$ cat config.mk
export PLATFORM = sky130hd
export DESIGN_NAME = led_spi_slave
export DESIGN_NICKNAME = d
export VERILOG_FILES = /design/src/led_spi_pkg.sv /design/src/led_spi_regfile.sv /design/src/led_spi_slave.sv
export SDC_FILE = /design/constraint.sdc
export NUM_CORES = 2
export LEC_CHECK = 0
export BUFFER_PORTS_ARGS = -buffer_cell sky130_fd_sc_hd__buf_2
export CELL_PAD_IN_SITES_DETAIL_PLACEMENT = 1
export CELL_PAD_IN_SITES_GLOBAL_PLACEMENT = 2
export CORE_ASPECT_RATIO = 1.4
export CORE_MARGIN = 2
export CORE_UTILIZATION = 43
export CTS_BUF_LIST = sky130_fd_sc_hd__clkbuf_16
export CTS_CLUSTER_DIAMETER = 150
export DETAILED_ROUTE_END_ITERATION = 6
export PLACE_DENSITY_LB_ADDON = 0.3
export SLEW_MARGIN = 20
export SYNTH_ARGS = -nofsm -noshare
export SYNTH_HDL_FRONTEND = slang
export SYNTH_SLANG_ARGS = --single-unit
$ cat constraint.sdc
create_clock -name mclk_i -period 31.3 [get_ports mclk_i]
set_clock_uncertainty 0.15 [all_clocks]
set_input_delay 1.565 -clock mclk_i [delete_from_list [all_inputs] [get_ports mclk_i]]
set_output_delay 1.565 -clock mclk_i [all_outputs]
set_load 0.05 [all_outputs]
$ cat src/led_spi_pkg.sv
// Purpose: Shared constants and types for the LED port expander serial slave.
// Assumes: Serial pins are sampled synchronously on mclk_i.
// Notes: Register storage beyond the serial front end is kept minimal.
package led_spi_pkg;
   localparam int FRAME_BITS = 16;
   localparam int ADDR_BITS = 7;
   localparam int CMD_RW_BIT = 15;
   localparam int ADDR_MSB = 14;
   localparam int ADDR_LSB = 8;
   localparam int REG_COUNT = 128;
   localparam logic [ADDR_BITS-1:0] CFG_ADDR = 7'h10;
   localparam int CFG_OUT_SEL_BIT = 7;
   localparam logic [7:0] REG_RESET = 8'h00;
   localparam logic [15:0] SHIFT_RESET = 16'h0000;
   localparam logic [1:0] BITCNT_RESET = 2'h0;

   typedef struct packed {
      logic sclk;
      logic cs_n;
      logic din;
   } serial_in_type;

   typedef struct packed {
      logic rd_n_wr;
      logic [ADDR_BITS-1:0] addr;
      logic [7:0] data;
   } frame_type;

   typedef enum logic [1:0] {
      ST_IDLE = 2'b00,
      ST_SHIFT = 2'b01,
      ST_LATCH = 2'b11
   } state_type;
endpackage

$ cat src/led_spi_regfile.sv
// Purpose: Register storage written and read by latched serial frames.
// Assumes: One write strobe per latched write frame.
// Notes: Flip-flop storage addressed by the 7-bit frame address.
module led_spi_regfile
   import led_spi_pkg::*;
(
   input wire logic mclk_i, // System clock.
   input wire logic reset_i, // Asynchronous reset, active high.
   input wire logic wr_en_i, // Write strobe, one cycle.
   input wire logic [ADDR_BITS-1:0] addr_i, // Register index.
   input wire logic [7:0] wdata_i, // Write data.
   output logic [7:0] rdata_o // Combinational read data.
);
   logic [7:0] mem_q [REG_COUNT];

   // Read is a plain index so the latch can sample it on chip select rise.
   assign rdata_o = mem_q[addr_i];

   // Storage updates only on the strobe from a write frame.
   always_ff @(posedge mclk_i or posedge reset_i) begin
      if (reset_i) begin
         for (int i = 0; i < REG_COUNT; i++) begin
            mem_q[i] <= REG_RESET;
         end
      end else if (wr_en_i) begin
         mem_q[addr_i] <= wdata_i;
      end
   end
endmodule

$ cat src/led_spi_slave.sv
// Purpose: Serial slave front end of a ten-port LED driver and expander.
// Assumes: sclk, cs_n and din are synchronous to mclk_i; sclk is slower.
// Notes: Edges of sclk are detected on mclk_i; the serial pin is released only in PWM clock mode.
// How it works
// Ignore clock and data while select high.
// Sample serial input on rising clock edge.
// Frame is command byte then data byte.
// Bits shift most significant first.
// D15 low writes data byte on latch.
// D15 high reads register at address.
// Read frame data byte is discarded.
// Read latch loads register into low byte.
// Master reads result during next frame.
// Odd clock counts keep last sixteen bits.
// Output lags input 15.5 clocks, falling edge.
// Serial output driven in serial mode, released in PWM clock mode.
// Daisy chain needs sixteen bits per device.
// Pin is serial output when D7 clear.
// Power-up pin function is a variant option.
// Separate selects forbid register reads.
// Clock low before select falls.
module led_spi_slave
   import led_spi_pkg::*;
#(
   parameter bit OUT_DEFAULT_PWM = 1'b0 // Power-up pin function variant.
)
(
   input wire logic mclk_i, // System clock, 250 MHz.
   input wire logic reset_i, // Asynchronous reset, active high.
   input wire serial_in_type ser_i, // Serial clock, select (low active), data.
   output logic serial_out_o, // Serial data out of the shared pin.
   output logic serial_out_oe_o, // High while the shared pin is driven.
   output logic pwm_clock_sel_o // High while the pin is the PWM clock input.
);
   logic sclk_q;
   logic cs_n_q;
   logic [15:0] shift_q;
   logic [15:0] shift_d;
   logic out_q;
   logic oe_q;
   logic pwm_sel_q;
   logic [1:0] strap_q;
   state_type state_q;
   state_type state_d;
   logic [7:0] rdata;
   logic sclk_rise;
   logic sclk_fall;
   logic cs_rise;
   logic selected;
   frame_type frame;
   logic wr_frame;
   logic rd_frame;
   logic cfg_write;
   logic frame_open;

   // Edge detection against last sample of the serial pins.
   assign sclk_rise = ser_i.sclk & ~sclk_q;
   assign sclk_fall = ~ser_i.sclk & sclk_q;
   assign cs_rise = ser_i.cs_n & ~cs_n_q;
   assign selected = ~ser_i.cs_n;
   assign frame = frame_type'(shift_q);
   // Whatever sits in the register at select rise is the frame, however many clocks.
   // A latch closes only a frame that the state machine saw open; any select low sampled
   // after reset opens one, so a stray select rise straight after reset can still write a register.
   assign frame_open = (state_q == ST_SHIFT);
   assign wr_frame = cs_rise & frame_open & ~frame.rd_n_wr;
   assign rd_frame = cs_rise & frame_open & frame.rd_n_wr;
   assign cfg_write = wr_frame & (frame.addr == CFG_ADDR);

   // Shift register: MSB first in, read data loaded into low byte on latch.
   always_comb begin
      shift_d = shift_q;
      if (selected && sclk_rise) begin
         shift_d = {shift_q[14:0], ser_i.din};
      end else if (rd_frame) begin
         shift_d = {shift_q[15:8], rdata};
      end
   end

   // Frame tracking state; select rise closes the frame.
   always_comb begin
      case (state_q)
         ST_IDLE: state_d = selected ? ST_SHIFT : ST_IDLE;
         ST_SHIFT: state_d = cs_rise ? ST_LATCH : ST_SHIFT;
         ST_LATCH: state_d = selected ? ST_SHIFT : ST_IDLE;
         default: state_d = ST_IDLE;
      endcase
   end

   led_spi_regfile u_regs (
      .mclk_i(mclk_i),
      .reset_i(reset_i),
      .wr_en_i(wr_frame),
      .addr_i(frame.addr),
      .wdata_i(frame.data),
      .rdata_o(rdata)
   );

   // Pin sampling and shift register.
   always_ff @(posedge mclk_i or posedge reset_i) begin
      if (reset_i) begin
         sclk_q <= 1'b0;
         cs_n_q <= 1'b1;
         shift_q <= SHIFT_RESET;
         state_q <= ST_IDLE;
      end else begin
         sclk_q <= ser_i.sclk;
         cs_n_q <= ser_i.cs_n;
         shift_q <= shift_d;
         state_q <= state_d;
      end
   end

   // The variant strap is caught by a clock after reset release, not by the reset.
   always_ff @(posedge mclk_i or posedge reset_i) begin
      if (reset_i) begin
         strap_q <= BITCNT_RESET;
         pwm_sel_q <= 1'b0;
      end else begin
         if (strap_q == BITCNT_RESET) begin
            strap_q <= 2'h1;
            pwm_sel_q <= OUT_DEFAULT_PWM;
         end else if (cfg_write) begin
            pwm_sel_q <= frame.data[CFG_OUT_SEL_BIT];
         end
      end
   end

   // Output bit 15 changes on sclk fall, half a clock after the 16th shift. Releases the
   // pin in PWM clock mode by dropping the enable; in serial output mode it is always driven.
   always_ff @(posedge mclk_i or posedge reset_i) begin
      if (reset_i) begin
         out_q <= 1'b0;
         oe_q <= 1'b1;
      end else begin
         if (selected && sclk_fall) begin
            out_q <= shift_q[15];
         end
         oe_q <= ~pwm_sel_q;
      end
   end

   assign serial_out_o = out_q;
   assign serial_out_oe_o = oe_q;
   assign pwm_clock_sel_o = pwm_sel_q;

   property p_ignore_unselected;
      @(posedge mclk_i) disable iff (reset_i)
      (ser_i.cs_n && cs_n_q) |=> (shift_q == $past(shift_q));
   endproperty
   a_ignore_unselected: assert property (p_ignore_unselected)
      else $error("Shift register moved while unselected.");

   property p_sample_rise;
      @(posedge mclk_i) disable iff (reset_i)
      (selected && sclk_rise) |=> (shift_q[0] == $past(ser_i.din))
         && (shift_q[15:1] == $past(shift_q[14:0]));
   endproperty
   a_sample_rise: assert property (p_sample_rise)
      else $error("Serial input not shifted on rising clock.");

   property p_read_load;
      @(posedge mclk_i) disable iff (reset_i)
      rd_frame |=> (shift_q[7:0] == $past(rdata)) && (shift_q[15:8] == $past(shift_q[15:8]));
   endproperty
   a_read_load: assert property (p_read_load)
      else $error("Read data not loaded into low byte.");

   property p_write_store;
      @(posedge mclk_i) disable iff (reset_i)
      wr_frame ##1 (frame.addr == $past(frame.addr)) |-> (rdata == $past(frame.data));
   endproperty
   a_write_store: assert property (p_write_store)
      else $error("Write frame did not store data byte.");

   property p_read_no_write;
      @(posedge mclk_i) disable iff (reset_i)
      rd_frame ##1 (frame.addr == $past(frame.addr)) |-> (rdata == $past(rdata));
   endproperty
   a_read_no_write: assert property (p_read_no_write)
      else $error("Read frame changed a register.");

   property p_out_fall;
      @(posedge mclk_i) disable iff (reset_i)
      (selected && sclk_fall) |=> (serial_out_o == $past(shift_q[15]));
   endproperty
   a_out_fall: assert property (p_out_fall)
      else $error("Serial output not updated on falling clock.");

   property p_out_stable;
      @(posedge mclk_i) disable iff (reset_i)
      !(selected && sclk_fall) |=> $stable(serial_out_o);
   endproperty
   a_out_stable: assert property (p_out_stable)
      else $error("Serial output changed off the falling edge.");

   property p_cfg_select;
      @(posedge mclk_i) disable iff (reset_i)
      cfg_write ##1 (strap_q != BITCNT_RESET)
         |-> ##1 (serial_out_oe_o == ~$past(frame.data[CFG_OUT_SEL_BIT], 2));
   endproperty
   a_cfg_select: assert property (p_cfg_select)
      else $error("Output enable does not follow configuration bit.");

   property p_shift_hold;
      @(posedge mclk_i) disable iff (reset_i)
      (selected && !sclk_rise) |=> (shift_q == $past(shift_q));
   endproperty
   a_shift_hold: assert property (p_shift_hold)
      else $error("Shift register moved without a rising clock.");

   property p_latch_state;
      @(posedge mclk_i) disable iff (reset_i)
      cs_rise |=> (state_q == ST_LATCH);
   endproperty
   a_latch_state: assert property (p_latch_state)
      else $error("Select rise did not close the frame.");

   property p_strap_default;
      @(posedge mclk_i) disable iff (reset_i)
      (strap_q == BITCNT_RESET) && !reset_i |=> (pwm_clock_sel_o == OUT_DEFAULT_PWM);
   endproperty
   a_strap_default: assert property (p_strap_default)
      else $error("Pin function after reset is not the variant default.");
endmodule

==> results.md <==
* Final-report max-slew violation count at 0
* Tcrit/Tclk final at 0.154
* Met2 Use GR at 0.460
* Crit path cell chain: nor2b_4 > buf_4 > buf_4 > nand2_2 > nor2_2 > mux2_2
* Largest net degree at the start of global routing at 195
* Routed Antenna Nets at 0
* Unrepaired setup endpoints after global routing: false
* Cts hold-fix bufs at 0
* M1 GR Usage at 0.317
* Worst skew pair latency at 0.72 ns
* Grt ovf at 0
* Max-Cap Viols at 0
* Synth top cells by count: 1046 x dfrtp_1, 900 x mux2_2, 167 x clkbuf_1, 160 x mux2_1, 148 x a221oi_1
* CTS Root Cell: clkbuf_16
* Arr. time, crit path at 5.24 ns
* I/O pin total at 8
* Syn nets at 3391
* Post-synth top area cell: dfrtp_1
* 1st-iter DRT viols at 2098
* Measured slew at the worst slew-check pin at 1.18 ns
* Largest cells by area after synthesis: dfrtp_1 54%, mux2_2 21%, mux4_2 5.0%
* Area grow syn2layout at 9.20%
* Crit path buf inv count at 2
* Psw at 0.00143 W
* Ys async rst share at 1.00
* Placed instance area at 49500 um^2
* Worst-path clk slew at 0.07 ns
* WL/cell at 30.6 um
* Max Fclk at 208 MHz
* DRT Wirelength at 148000 um
* PostCTS Resize Cnt at 0
* Setup violators final at 0
* Worst hold path type: reg -> reg
* Largest family of logic cells by synthesized area: multiplexers
* Post-Syn Area at 48300 um^2
* Top-count cell post-synth: dfrtp_1
* Routability cong. at 0.808
* CP Launch Type: register
* DP HPWL at 91400 um
* Critical path's slowest cell: nand2_2
* Number of global-route vias before repair at 33400
* Pint at 0.00253 W
* Clock Sinks at 1048
* Total GRT Usage at 0.261
* Final design utilization at 0.473
* NumNets Final at 3302
* GRT busiest layer: met2
* Worst-case vdd ir drop at 0.0000650 V
* Syn Inst Count at 3384
* Largest stage delay, worst path at 0.85 ns
* Synth top area share at 0.542
* CTS tree: yes
* Initial antenna violation count at 2
* Critical path required time at 31.74 ns
* TritonCTS buffer count at 103
* Flip-flop and latch count after synthesis at 1048
* Vias at 29800
* H-tree depth at 3
* Comb power frac at 0.263
* Std cell rows at 145
* Final hold violations at 0
* Die ar. at 115000 um^2
* Area share of fa/ha/maj cells after synthesis at 0.000518
* Yosys warns at 0
* Xor-xnor portion of the synthesized cell area at 0
* Synth Area in Simple Gates at 0.0404
* Post-route design area at 52800 um^2
* Post-synth EDFFs at 0
* Post-synthesis compound-gate area fraction at 0.0659
* Leak pwr at 25.2 nW
* Drt pass-1 iters at 7
* Grt met3 use at 0.0304
* Post-CTS Setup Inserts at 0
* Tmin final at 4.81 ns
* Port Buf Inserts at 7
* Synth Flop Type: dfrtp_1
* Register area share after synthesis at 0.543
* Setup TNS at 0 ns
* Worst path top cell family by delay: simple AND/OR/NAND/NOR gates
* Share of layout cells above drive strength 1 at 0.405
* Max transition margin at 0.214
* First-pass GRT wire length at 224000 um
* Most used cell, CP: buf_4
* CP endpoint kind: register
* Yosys cell types at 72
* Chip width at 287 um
* Core ar. at 112000 um^2
* Initial Util at 0.433
* DRC Markers at 8
* Mux share of post-synthesis cell area at 0.321
* Sw Share at 0.361
* Vias/cell at 6.14
* Die height at 401 um
* Sequential share of power at 0.434
* Total power at 0.00396 W
* Failing checks: DRC
* CP Max Fanout at 52
* Status: finished, violations left
* Syn_area_per_cell at 14.3 um^2
* Cell area power density at 75.0 nW/um^2
* Critical path class: reg -> reg
* Max Root-Sink Buffers at 3
* Clock share of power at 0.303
-- logic make-up (layout without fill, tap and decap cells) --
family | count (synthesis) | count (layout)
buffers and inverters | 278 | 269
and+or+nand+nor | 358 | 358
DFF | 1048 | 1048
AOI/OAI and AO/OA | 413 | 413
other | 1 | 2
muxes | 1284 | 1284
adders and majority gates | 2 | 2
-- placed cells by master (no fill, tap or decap), types with 10 or more instances in the layout --
cell type	count
inv_1	32
mux2i_1	116
o221ai_1	27
dfrtp_4	11
nand2_2	26
mux4_2	108
a221o_1	13
o211ai_1	15
a21oi_1	47
a22o_1	12
o21ai_0	54
clkinv_1	28
nor2_4	21
o22ai_1	11
nor2_2	48
nor2_1	71
dfrtp_1	1034
a22oi_1	25
nand3_1	25
clkbuf_16	105
nand2_4	10
clkinv_2	13
nand2_1	106
a221oi_1	148
buf_4	54
mux2_2	900
mux2_1	160
o221a_2	13
-- through the flow --
stage	instances	worst slack, ns	hold slack [ns]
finish	4846	26.49	0.283
global route	4845	26.20	0.314
CTS	4841	26.54	0.290
detailed placement	4656	25.83	0.275
global placement	4656	26.04	0.276
floorplan	3384	0.0914	0.309
-- power by group through the flow --
stage / sequential (W) / clock [W] / combinational [W]
after floorplan: 0.00160 / 0 / 0.000750
after global placement: 0.00172 / 0 / 0.00101
after detailed placement: 0.00174 / 0 / 0.00104
after CTS: 0.00172 / 0.00123 / 0.00104
after global routing: 0.00174 / 0.00128 / 0.00110
final: 0.00172 / 0.00120 / 0.00104
-- area by class of cell --
class,instances,area [um^2]
clock inverter,80,533
multi-input combinational,2058,20800
inverter,12,55.1
clock buffer,105,2630
sequential,1048,26300
fill,10900,58800
timing repair buffer,72,673
antenna,1,2.50
tap,1470,1840
-- worst reg2reg max path: stages, from the launching register on --
cell	delay, ns
dfrtp_4	0.83
nor2b_4	0.64
buf_4	0.37
buf_4	0.63
nand2_2	0.92
nor2_2	0.75
mux2_2	0.40
-- layer usage --
metal	wire length (um)	share of wire
met3	5290	0.036
met4	6560	0.044
met1	58700	0.40
met2	77900	0.52
met5	16	0.00011
-- path summary, 6_finish.rpt --
kind                                                   from                        endpoint  slack [ns]  depth (start not counted)
worst max-delay path                   frame[8]$_DFFE_PP0P_  u_regs.mem_q[1015]$_DFFE_PP0P_       26.49                          6
max in group asynchronous                           reset_i            frame[4]$_DFFE_PP0P_       26.77                          6
worst max register to register         frame[8]$_DFFE_PP0P_  u_regs.mem_q[1015]$_DFFE_PP0P_       26.49                          6
worst min-delay path            pwm_clock_sel_o$_DFFE_PP0P_       serial_out_oe_o$_DFF_PP1_        0.28                          1
worst min register to register  pwm_clock_sel_o$_DFFE_PP0P_       serial_out_oe_o$_DFF_PP1_        0.28                          1
min in group asynchronous                           reset_i   u_regs.mem_q[969]$_DFFE_PP0P_        0.91                          2
-- flip-flops by register name, summed over array words and instances (netlist names) --
register / cells
state_q: 2
cs_n_q: 1
serial_out_o: 1
sclk_q: 1
serial_out_oe_o: 1
strap_q: 1
frame: 16
pwm_clock_sel_o: 1
u_regs.mem_q: 1024
Power figures use the tool's default switching activity.
